**src/inc/tsbf_pkg.sv**
```systemverilog
// Constants and types of the six-slot TDMA burst framer.
// Assumes a 50 MHz system clock and a symbol-rate clock enable.
package tsbf_pkg;
  localparam logic [2:0] SLOTS     = 3'h6;
  localparam logic [2:0] LAST_SLOT = 3'h5;
  localparam logic [2:0] PAIR_OFS  = 3'h3;
  localparam logic [8:0] LAST_BIT  = 9'h143;
  // Uplink traffic burst field starts
  localparam logic [8:0] UT_R  = 9'h006;
  localparam logic [8:0] UT_D1 = 9'h00C;
  localparam logic [8:0] UT_S  = 9'h01C;
  localparam logic [8:0] UT_D2 = 9'h038;
  localparam logic [8:0] UT_SA = 9'h0B2;
  localparam logic [8:0] UT_CD = 9'h0BE;
  localparam logic [8:0] UT_D3 = 9'h0CA;
  // Downlink traffic burst field starts
  localparam logic [8:0] DT_SA = 9'h01C;
  localparam logic [8:0] DT_D1 = 9'h028;
  localparam logic [8:0] DT_CD = 9'h0AA;
  localparam logic [8:0] DT_D2 = 9'h0B6;
  localparam logic [8:0] DT_SP = 9'h138;
  // Shortened burst field starts
  localparam logic [8:0] SH_S  = 9'h00C;
  localparam logic [8:0] SH_CD = 9'h028;
  localparam logic [8:0] SH_I  = 9'h034;
  localparam logic [8:0] POS0  = 9'h000;
  // Field widths as top bit index
  localparam logic [4:0] SYNC_MSB = 5'h1B;
  localparam logic [3:0] CW_MSB   = 4'hB;
  localparam logic [2:0] GR_MSB   = 3'h5;
  localparam logic [5:0] GUARD_VAL = 6'h00;
  localparam logic [5:0] RAMP_VAL  = 6'h00;
  localparam logic [11:0] CDVCC_DEF = 12'h013;
  localparam logic [11:0] SPARE_DEF = 12'h000;
  localparam logic [7:0] REDUCED_LEVEL_DEF = 8'h28;
  localparam logic [7:0] REDUCED_LEVEL_MAX = 8'hFF;
  localparam logic [7:0] REDUCED_LEVEL_NONE = 8'h00;
  localparam logic [27:0] SYNC_DEF [6] = '{28'hA91DE4A, 28'hA9D127A, 28'hC7E3C0C,
                                          28'h342C3F3, 28'h13E23D1, 28'hDC2EC1D};
  // Register map (byte addresses)
  localparam logic [7:0] OFS_CTRL  = 8'h00;
  localparam logic [7:0] OFS_REDUCED_LEVEL = 8'h04;
  localparam logic [7:0] OFS_STAT  = 8'h08;
  localparam logic [7:0] OFS_GR    = 8'h0C;
  localparam logic [7:0] OFS_LIST  = 8'h10;
  localparam logic [7:0] OFS_DFLT  = 8'h14;
  localparam logic [3:0] SLOT_NIB0 = 4'h4;
  localparam logic [3:0] SLOT_NIBN = 4'h9;
  localparam logic [1:0] SUB_CFG   = 2'h0;
  localparam logic [1:0] SUB_SYNC  = 2'h1;
  localparam logic [1:0] SUB_CODE  = 2'h2;
  localparam int CTRL_RUN = 0;
  localparam int CTRL_DN  = 1;
  localparam int CTRL_RATE_LO = 2;
  localparam int CTRL_PN_LO   = 5;
  localparam int STAT_ERR = 3;
  localparam int SPARE_LO = 16;
  localparam int GR_RAMP_LO = 8;
  // PRBS output and feedback tap positions
  localparam int PN9_N = 8;
  localparam int PN9_K = 4;
  localparam int PN15_N = 14;
  localparam int PN15_K = 13;
  localparam int PN23_N = 22;
  localparam int PN23_K = 17;
  localparam logic [22:0] PRBS_SEED = 23'h7FFFFF;

  typedef enum logic [1:0] {BT_TCH = 2'b00, BT_ALL = 2'b01, BT_SHORT = 2'b10} tsbf_burst_t;
  typedef enum logic [1:0] {LV_OFF = 2'b00, LV_FULL = 2'b01, LV_RED = 2'b10} tsbf_level_t;
  typedef enum logic [1:0] {SRC_PRBS = 2'b00, SRC_LIST = 2'b01, SRC_SER = 2'b10} tsbf_src_t;
  typedef enum logic [1:0] {PN9 = 2'b00, PN15 = 2'b01, PN23 = 2'b10} tsbf_pn_t;
  typedef enum logic [2:0] {F_GUARD = 3'b000, F_RAMP = 3'b001, F_SYNC = 3'b010,
                            F_DATA = 3'b011, F_SACCH = 3'b100, F_CDVCC = 3'b101,
                            F_SPARE = 3'b110, F_IDLE = 3'b111} tsbf_field_t;
  typedef struct packed {
    tsbf_burst_t btype;
    logic        active;
    tsbf_level_t level;
    tsbf_src_t   dsrc;
    tsbf_src_t   ssrc;
  } tsbf_cfg_t;
  typedef struct packed {
    tsbf_field_t code;
    logic [8:0]  start;
  } tsbf_fld_t;
  typedef struct packed {
    logic        valid;
    logic        bit_o;
    tsbf_level_t level;
    logic [7:0]  reduced_level;
    logic [2:0]  slot;
  } tsbf_tx_t;
  localparam tsbf_cfg_t CFG_DEF = '{BT_TCH, 1'b1, LV_FULL, SRC_PRBS, SRC_PRBS};
endpackage

```
**src/verilog/tsbf_framer.sv**
```systemverilog
// Six-slot TDMA burst framer with an Avalon-MM register slave.
// Assumes ce marks symbol-rate steps and ser_data is valid when ser_take is high.
// Notes on behaviour
// - Three pairings; full-rate joins slot n, n+3.
// - Second paired slot uses first slot's settings.
// - Six slots; paired second slots not configurable.
// - Each slot has its own active flag.
// - Uplink power off, full or reduced level.
// - Downlink burst on sends configured fields.
// - Downlink burst off sends all ones.
// - Downlink sends every slot at full level.
// - Uplink guard and ramp, six bits, read-only.
// - Payload fields form one continuous PRBS stream.
// - Payload source PRBS, stored list or serial.
// - Control channel field has own source.
// - 28-bit sync word, per-slot defaults.
// - Colour code sent as entered, default 013.
// - Downlink 12-bit spare field sent unchanged.
// - All-data burst carries only payload, after guard and ramp on uplink.
// - Shortened burst rejected on downlink.
// - Per-slot default command restores settings.
// - Reduced level uses common attenuation in dB.
// - Direction picks burst layouts and fields.
`timescale 1ns/10ps
module tsbf_framer
  import tsbf_pkg::*;
(
  input  wire logic        clk,
  input  wire logic        sys_rst,
  input  wire logic        ce,
  input  wire logic [7:0]  avs_address,
  input  wire logic        avs_read,
  input  wire logic        avs_write,
  input  wire logic [31:0] avs_writedata,
  output logic      [31:0] avs_readdata,
  output logic             avs_waitrequest,
  input  wire logic        ser_data,
  output logic             ser_take,
  output tsbf_tx_t         tx
);

  // Master slot of a pair, else the slot itself
  function automatic logic [2:0] eff_slot(input logic [2:0] s, input logic [2:0] rate);
    logic [2:0] d;
    logic [3:0] r4;
    d  = s - PAIR_OFS;
    r4 = {1'b0, rate};
    eff_slot = (s >= PAIR_OFS && r4[d[1:0]]) ? d : s;
  endfunction

  // Field at a bit position for burst type and direction
  function automatic tsbf_fld_t fld_at(input logic [8:0] p, input tsbf_burst_t bt,
                                       input logic dn);
    fld_at = '{F_DATA, POS0};
    if (!dn && bt != BT_TCH && p < UT_R) begin
      fld_at = '{F_GUARD, POS0};
    end else if (!dn && bt != BT_TCH && p < UT_D1) begin
      fld_at = '{F_RAMP, UT_R};
    end else if (bt == BT_ALL) begin
      fld_at = '{F_DATA, POS0};
    end else if (dn) begin
      if (p < DT_SA) fld_at = '{F_SYNC, POS0};
      else if (p < DT_D1) fld_at = '{F_SACCH, DT_SA};
      else if (p < DT_CD) fld_at = '{F_DATA, DT_D1};
      else if (p < DT_D2) fld_at = '{F_CDVCC, DT_CD};
      else if (p < DT_SP) fld_at = '{F_DATA, DT_D2};
      else fld_at = '{F_SPARE, DT_SP};
    end else if (bt == BT_SHORT) begin
      if (p < SH_CD) fld_at = '{F_SYNC, SH_S};
      else if (p < SH_I) fld_at = '{F_CDVCC, SH_CD};
      else fld_at = '{F_IDLE, SH_I};
    end else begin
      if (p < UT_R) fld_at = '{F_GUARD, POS0};
      else if (p < UT_D1) fld_at = '{F_RAMP, UT_R};
      else if (p < UT_S) fld_at = '{F_DATA, UT_D1};
      else if (p < UT_D2) fld_at = '{F_SYNC, UT_S};
      else if (p < UT_SA) fld_at = '{F_DATA, UT_D2};
      else if (p < UT_CD) fld_at = '{F_SACCH, UT_SA};
      else if (p < UT_D3) fld_at = '{F_CDVCC, UT_CD};
      else fld_at = '{F_DATA, UT_D3};
    end
  endfunction

  logic        ack_reg;
  logic        run_reg;
  logic        dn_reg;
  logic [2:0]  rate_reg;
  tsbf_pn_t    pn_reg;
  logic [7:0]  reduced_level_reg;
  logic        err_reg;
  logic [31:0] list_reg;
  tsbf_cfg_t   cfg_reg   [6];
  logic [27:0] sync_reg  [6];
  logic [11:0] cdvcc_reg [6];
  logic [11:0] spare_reg [6];
  logic [8:0]  bit_cnt;
  logic [2:0]  slot_cnt;
  logic [22:0] lfsr_reg  [2];
  logic [4:0]  lptr_reg  [2];

  // Bus handshake: waitrequest held until the second ce step of each access
  wire         req     = avs_read | avs_write;
  wire         done    = req & ack_reg & ce;
  wire         wr      = done & avs_write;
  assign avs_waitrequest = req & ~(ack_reg & ce);

  wire [3:0]   nib     = avs_address[7:4];
  wire [1:0]   sub     = avs_address[3:2];
  wire         is_slot = (nib >= SLOT_NIB0) && (nib <= SLOT_NIBN);
  wire [2:0]   a_slot  = 3'(nib - SLOT_NIB0);
  // Paired second slots take no writes
  // dependent slots locked
  wire         indep   = eff_slot(a_slot, rate_reg) == a_slot;
  wire         wr_slot = wr & is_slot & indep;
  wire         wr_cfg  = wr_slot && sub == SUB_CFG;
  tsbf_cfg_t   w_cfg;
  assign w_cfg = tsbf_cfg_t'(avs_writedata[8:0]);
  wire         short_rej = wr_cfg && dn_reg && w_cfg.btype == BT_SHORT;
  wire         wr_ctrl = wr && avs_address == OFS_CTRL;
  wire         wr_att  = wr && avs_address == OFS_REDUCED_LEVEL;
  wire         wr_stat = wr && avs_address == OFS_STAT;
  wire         wr_list = wr && avs_address == OFS_LIST;
  wire [2:0]   d_slot  = avs_writedata[2:0];
  wire         dflt    = wr && avs_address == OFS_DFLT && d_slot < SLOTS;

  wire [31:0] rd_slot = (sub == SUB_CFG)  ? {23'h0, cfg_reg[a_slot]} :
                        (sub == SUB_SYNC) ? {4'h0, sync_reg[a_slot]} :
                        (sub == SUB_CODE) ? {4'h0, spare_reg[a_slot], 4'h0,
                                             cdvcc_reg[a_slot]} : 32'h0;
  wire [31:0] rd_val  = (avs_address == OFS_CTRL)  ? {25'h0, pn_reg, rate_reg, dn_reg,
                                                      run_reg} :
                        (avs_address == OFS_REDUCED_LEVEL) ? {24'h0, reduced_level_reg} :
                        (avs_address == OFS_STAT)  ? {28'h0, err_reg, slot_cnt} :
                        (avs_address == OFS_GR)    ? {18'h0, RAMP_VAL, 2'h0, GUARD_VAL} :
                        (avs_address == OFS_LIST)  ? list_reg :
                        is_slot                    ? rd_slot : 32'h0;

  always_ff @(posedge clk) begin
    if (sys_rst) begin
      ack_reg      <= 1'b0;
      avs_readdata <= 32'h0;
    end else if (ce) begin
      ack_reg <= req & ~ack_reg;
      if (req & ~ack_reg) avs_readdata <= rd_val;
    end
  end

  always_ff @(posedge clk) begin
    if (sys_rst) begin
      run_reg   <= 1'b0;
      dn_reg    <= 1'b0;
      rate_reg  <= 3'h0;
      pn_reg    <= PN9;
      reduced_level_reg <= REDUCED_LEVEL_DEF;
      list_reg  <= 32'h0;
    end else begin
      if (wr_ctrl) begin
        run_reg  <= avs_writedata[CTRL_RUN];
        dn_reg   <= avs_writedata[CTRL_DN];
        rate_reg <= avs_writedata[CTRL_RATE_LO +: 3];
        pn_reg   <= tsbf_pn_t'(avs_writedata[CTRL_PN_LO +: 2]);
      end
      if (wr_att) reduced_level_reg <= avs_writedata[7:0];
      if (wr_list) list_reg <= avs_writedata;
    end
  end

  // Sticky refusal flag, set beats clear
  always_ff @(posedge clk) begin
    if (sys_rst) err_reg <= 1'b0;
    else if (short_rej) err_reg <= 1'b1;
    else if (wr_stat && avs_writedata[STAT_ERR]) err_reg <= 1'b0;
  end

  // Slot settings store
  always_ff @(posedge clk) begin
    if (sys_rst) begin
      for (int i = 0; i < 6; i++) begin
        cfg_reg[i]   <= CFG_DEF;
        sync_reg[i]  <= SYNC_DEF[i];
        cdvcc_reg[i] <= CDVCC_DEF;
        spare_reg[i] <= SPARE_DEF;
      end
    end else if (dflt) begin
      cfg_reg[d_slot]   <= CFG_DEF;
      sync_reg[d_slot]  <= SYNC_DEF[d_slot];
      cdvcc_reg[d_slot] <= CDVCC_DEF;
      spare_reg[d_slot] <= SPARE_DEF;
    end else if (wr_slot) begin
      if (sub == SUB_CFG && !short_rej) cfg_reg[a_slot] <= w_cfg;
      if (sub == SUB_SYNC) sync_reg[a_slot] <= avs_writedata[27:0];
      if (sub == SUB_CODE) begin
        cdvcc_reg[a_slot] <= avs_writedata[11:0];
        spare_reg[a_slot] <= avs_writedata[SPARE_LO +: 12];
      end
    end
  end

  // Slot and bit position
  wire step = ce & run_reg;
  // slots one to six in turn
  always_ff @(posedge clk) begin
    if (sys_rst) begin
      bit_cnt  <= 9'h000;
      slot_cnt <= 3'h0;
    end else if (ce && !run_reg) begin
      bit_cnt  <= 9'h000;
      slot_cnt <= 3'h0;
    end else if (step) begin
      if (bit_cnt == LAST_BIT) begin
        bit_cnt  <= 9'h000;
        slot_cnt <= (slot_cnt == LAST_SLOT) ? 3'h0 : 3'(slot_cnt + 3'h1);
      end else begin
        bit_cnt <= 9'(bit_cnt + 9'h001);
      end
    end
  end

  wire [2:0]  cur_idx = eff_slot(slot_cnt, rate_reg);
  tsbf_cfg_t  cur;
  assign cur = cfg_reg[cur_idx];
  tsbf_fld_t  fl;
  assign fl = fld_at(bit_cnt, cur.btype, dn_reg);
  wire [8:0]  off    = 9'(bit_cnt - fl.start);
  wire        blank  = dn_reg & ~cur.active;
  wire        emit   = step & ~blank;

  // Payload and control channel sources
  tsbf_src_t  src_sel [2];
  logic       ch_use  [2];
  logic       ch_bit  [2];
  logic       pn_out  [2];
  logic       ser_use [2];
  for (genvar c = 0; c < 2; c++) begin : g_src
    wire [22:0] l    = lfsr_reg[c];
    assign pn_out[c] = (pn_reg == PN23) ? l[PN23_N] :
                       (pn_reg == PN15) ? l[PN15_N] : l[PN9_N];
    wire        fb   = (pn_reg == PN23) ? l[PN23_N] ^ l[PN23_K] :
                       (pn_reg == PN15) ? l[PN15_N] ^ l[PN15_K] : l[PN9_N] ^ l[PN9_K];
    assign src_sel[c] = (c == 0) ? cur.dsrc : cur.ssrc;
    assign ch_use[c]  = emit && fl.code == ((c == 0) ? F_DATA : F_SACCH);
    assign ser_use[c] = ch_use[c] && src_sel[c] == SRC_SER;
    assign ch_bit[c]  = (src_sel[c] == SRC_LIST) ? list_reg[lptr_reg[c]] :
                        (src_sel[c] == SRC_SER)  ? ser_data : pn_out[c];
    always_ff @(posedge clk) begin
      if (sys_rst) begin
        lfsr_reg[c] <= PRBS_SEED;
        lptr_reg[c] <= 5'h00;
      end else if (ch_use[c]) begin
        if (src_sel[c] == SRC_PRBS) lfsr_reg[c] <= {l[21:0], fb};
        if (src_sel[c] == SRC_LIST) lptr_reg[c] <= 5'(lptr_reg[c] + 5'h01);
      end
    end
  end
  assign ser_take = ser_use[0] | ser_use[1];

  wire gr_bit = (fl.code == F_GUARD) ? GUARD_VAL[3'(GR_MSB - off[2:0])] :
                                       RAMP_VAL[3'(GR_MSB - off[2:0])];
  wire fbit   = (fl.code == F_GUARD || fl.code == F_RAMP) ? gr_bit :
                (fl.code == F_SYNC)  ? sync_reg[cur_idx][5'(SYNC_MSB - off[4:0])] :
                (fl.code == F_DATA)  ? ch_bit[0] :
                (fl.code == F_SACCH) ? ch_bit[1] :
                (fl.code == F_CDVCC) ? cdvcc_reg[cur_idx][4'(CW_MSB - off[3:0])] :
                (fl.code == F_SPARE) ? spare_reg[cur_idx][4'(CW_MSB - off[3:0])] : 1'b0;
  wire cur_bit = blank | fbit;

  tsbf_level_t cur_lvl;
  assign cur_lvl = dn_reg ? LV_FULL : (cur.active ? cur.level : LV_OFF);
  wire [7:0] cur_att = (cur_lvl == LV_RED) ? reduced_level_reg :
                       (cur_lvl == LV_OFF) ? REDUCED_LEVEL_MAX : REDUCED_LEVEL_NONE;

  always_ff @(posedge clk) begin
    if (sys_rst) begin
      tx <= '{1'b0, 1'b0, LV_OFF, REDUCED_LEVEL_NONE, 3'h0};
    end else if (ce) begin
      tx <= '{run_reg, cur_bit, cur_lvl, cur_att, slot_cnt};
    end
  end
endmodule

```
**config.mk**
```make
export PLATFORM = sky130hd
export DESIGN_NAME = tsbf_framer
export DESIGN_NICKNAME = d
export VERILOG_FILES = /design/src/inc/tsbf_pkg.sv /design/src/verilog/tsbf_framer.sv
export SDC_FILE = /design/constraint.sdc
export NUM_CORES = 1
export LEC_CHECK = 0
export ABC_CLOCK_PERIOD_IN_PS = 10700
export BUFFER_PORTS_ARGS = -buffer_cell sky130_fd_sc_hd__buf_2
export CORE_UTILIZATION = 52
export CTS_CLUSTER_DIAMETER = 80
export DETAILED_ROUTE_END_ITERATION = 8
export PLACE_DENSITY = 0.68
export SLEW_MARGIN = 5
export SYNTH_ARGS = -nofsm -noshare
export SYNTH_HDL_FRONTEND = slang
export SYNTH_SLANG_ARGS = --single-unit
```
**constraint.sdc**
```tcl
create_clock -name clk -period 10.7 [get_ports clk]
set_clock_uncertainty 0.2 [all_clocks]
set_input_delay 1.07 -clock clk [delete_from_list [all_inputs] [get_ports clk]]
set_output_delay 1.07 -clock clk [all_outputs]
set_load 0.03 [all_outputs]
```
==> results.sh <==
export IMPL_fin_ws_ps=2310
export IMPL_fin_crit_ps=8390
export IMPL_final_period_utilization_pct=78.4
export IMPL_cp_required_ps=11030
export IMPL_ys_ff_latch=652
export IMPL_synth_edff_count=544
export IMPL_rrSetupSlack_ps=2310
export IMPL_register_area_um2=18500
export IMPL_drv_cap=0
export IMPL_htree_levels=3
export IMPL_async_flop_share_pct=0
export IMPL_grt_overflow=0
export IMPL_synth_xor_area_share_pct=0.685
export IMPL_drt_total_wl_um=130000
export IMPL_place_gp_congestion=1.04
export IMPL_yosysSeqAreaShare_pct=53.6
export IMPL_die_w_um=260
export IMPL_std_cell_rows=94
export IMPL_rsz0062_at_grt="false"
export IMPL_ant_nets=0
export IMPL_setup_tns_ps=0
export IMPL_final_nets=3158
export IMPL_synthAdderAreaFrac_pct=0.710
export IMPL_portBuffers=94
export IMPL_fillers=5426
export IMPL_cts_root_buf="clkbuf_16"
export IMPL_track_usage_pct=38.5
export IMPL_slew_viol_final=0
export IMPL_detail_route_drc_violations=0
export IMPL_core_um2=65700
export IMPL_pwr_density_cell_nw_per_um2=151
export IMPL_worst_slew_pin_slew_ps=1370
export IMPL_grt_max_degree=66
export IMPL_finalHoldViolCount=0
export IMPL_cts_tree="done"
export IMPL_fmax_mhz=119
export IMPL_clock_sinks=652
export IMPL_wire_per_inst_um=32.3
export IMPL_synth_top_family_by_area="multiplexers"
export IMPL_synth_distinct_cells=92
export IMPL_r2r_end="tx[13]"
export IMPL_drtPass1Iterations=6
export IMPL_cts_hold_buf=0
export IMPL_start_util_pct=52.5
export IMPL_startpoint_type="flip-flop"
export IMPL_crit_arrival_ps=8730
export IMPL_layout_commonest_cell="edfxtp_1"
export IMPL_syn_cell_area_um2=34500
export IMPL_ys_flop_type="edfxtp_1"
export IMPL_path_max_fanout=48
export IMPL_end_kind="flip-flop"
export IMPL_synthSimpleGateAreaFrac_pct=14.8
export IMPL_min_path_type="reg -> reg"
export IMPL_multi_input_area_um2=14900
export IMPL_grt_antenna_before_repair=5
export IMPL_p_leak_uw=0.0133
export IMPL_syn_area_per_cell_um2=11.2
export IMPL_synth_nets=3135
export IMPL_mostFrequentLayoutCells="edfxtp_1 (544), nand2_1 (482), nor2_1 (383), mux2i_1 (172), mux4_2 (152)"
export IMPL_relSlewSlack_pct=8.15
export IMPL_pre_cts_ws_ps=2690
export IMPL_place_hpwl_um=89000
export IMPL_largest_register_ffs=224
export IMPL_status="complete, no violations"
export IMPL_ctsResizeCount=0
export IMPL_layout_drive_gt1_share_pct=15.8
export IMPL_ios=95
export IMPL_worstReg2RegStart="slot_cnt[0]"
export IMPL_setup_viol=0
export IMPL_syn_inst=3070
export IMPL_worst_r2r_path_depth=23
export IMPL_cts_clk_slew_worst_paths_ps=70
export IMPL_viasPerCell=6.94
export IMPL_peakVddDrop_v=0.000118
export IMPL_critPathKind="reg -> reg"
export IMPL_dr_total_vias=27900
export IMPL_grt_pass1_wl_um=186000
export IMPL_die_area_um2=67400
export IMPL_synth_compound_area_share_pct=11.0
export IMPL_first_iter_violations=4462
export IMPL_die_y_um=260
export IMPL_synth_mux_area_fraction_pct=15.6
export IMPL_clk_path_buf_depth=3
export IMPL_crit_end="tx[13]"
export IMPL_ys_warn_count=0
export IMPL_cts_setup_buffers=0
export IMPL_area_growth_pct=10.9
export IMPL_first_global_vias=26700
export IMPL_clock_latency_ps=630
export IMPL_cts_buffers=73
export IMPL_critPathLaunch="slot_cnt[0]"
==> power by group <==
group | switching (uW) | internal, uW
Sequential | 32.1 | 2770
Clock | 1080 | 1530
Combinational | 253 | 119
Total | 1360 | 4430
==> synthesized netlist by cell type, types with 22 or more instances <==
master    count  area [um^2]
clkbuf_1    149          559
nand2b_1     50          313
a21oi_1     134          671
buf_2        26          130
mux4_2      152         3420
or3_1        32          200
mux2i_1     172         1720
nand2_1     482         1810
nor2_1      390         1460
o221ai_1     25          219
buf_1        31          116
dfxtp_1     108         2160
o21ai_0      72          360
nand3_1     109          546
a31oi_1      22          138
a221oi_1     32          280
nor3_1       37          185
edfxtp_1    544        16300
inv_1        85          319
o22ai_1      43          269
==> kinds of logic (layout without fill, tap and decap cells) <==
| group | count (synthesis) | after routing |
|---|---|---|
| buf+inv | 309 | 391 |
| fa+ha+maj | 19 | 19 |
| compound gates | 536 | 536 |
| flops | 652 | 652 |
| mux | 344 | 344 |
| other cells | 0 | 3 |
| xor+xnor | 24 | 24 |
| simple gates | 1186 | 1186 |
==> routing by layer <==
layer / vias to the layer above / track usage, % / routed length [um]
met3: 410 / 10.1 / 17400
met4: 2 / 24.2 / 9380
met5: - / 0 / 16
met1: 13700 / 51.2 / 47400
met2: 2170 / 56.0 / 55600
li1: 11600 / - / -
==> worst min-delay path by stage <==
stage	startpoint	to	slack (ps)	cells after the start
6_report	tx[14]	tx[14]	260	2
5_1_grt	reduced_level_reg[2]	reduced_level_reg[2]	290	2
4_1_cts	tx[14]	tx[14]	270	2
3_5_place_dp	tx[14]	tx[14]	250	2
3_3_place_gp	tx[14]	tx[14]	250	2
2_1_floorplan	reduced_level_reg[4]	reduced_level_reg[4]	250	2
==> stage by stage <==
stage	cells	total power, uW	utilization [%]	hold WS, ps	instance area, um^2
after detailed placement	3882	3220	54.5	253	35800
after global routing	4016	5890	58.2	289	38300
after global placement	3882	3210	54.5	246	35800
after floorplan	3070	3060	-	245	34500
after CTS	4016	5780	58.2	266	38300
final	4019	5790	58.2	263	38300
==> cell type report <==
cell class              count  share of cell area [%]
inverters                  89                   0.872
well taps                 864                    2.82
flip-flops and latches    652                    48.3
repair buffers            168                    2.73
clock inverters            32                   0.912
clock buffers             102                    5.51
diodes                      3                  0.0196
multi-input cells        2109                    38.8
==> worst max-delay path: stages (launching register included) <==
cell       delay [ps]
dfxtp_4           630
buf_4             610
ha_1              460
a21oi_1           210
a211oi_4          770
buf_4             440
a21oi_1            70
o21ai_0           240
nand3_1           390
nor2_2            410
a31oi_1            70
a21oi_1           120
o21ai_0           130
o211ai_1          190
nand3_1           160
fa_1              900
ha_1              270
xor2_1            180
xnor2_1           140
and4_1            230
a2111oi_2         870
o31ai_1           190
o211a_1           190
o211ai_1          170
Power figures use the tool's default switching activity.
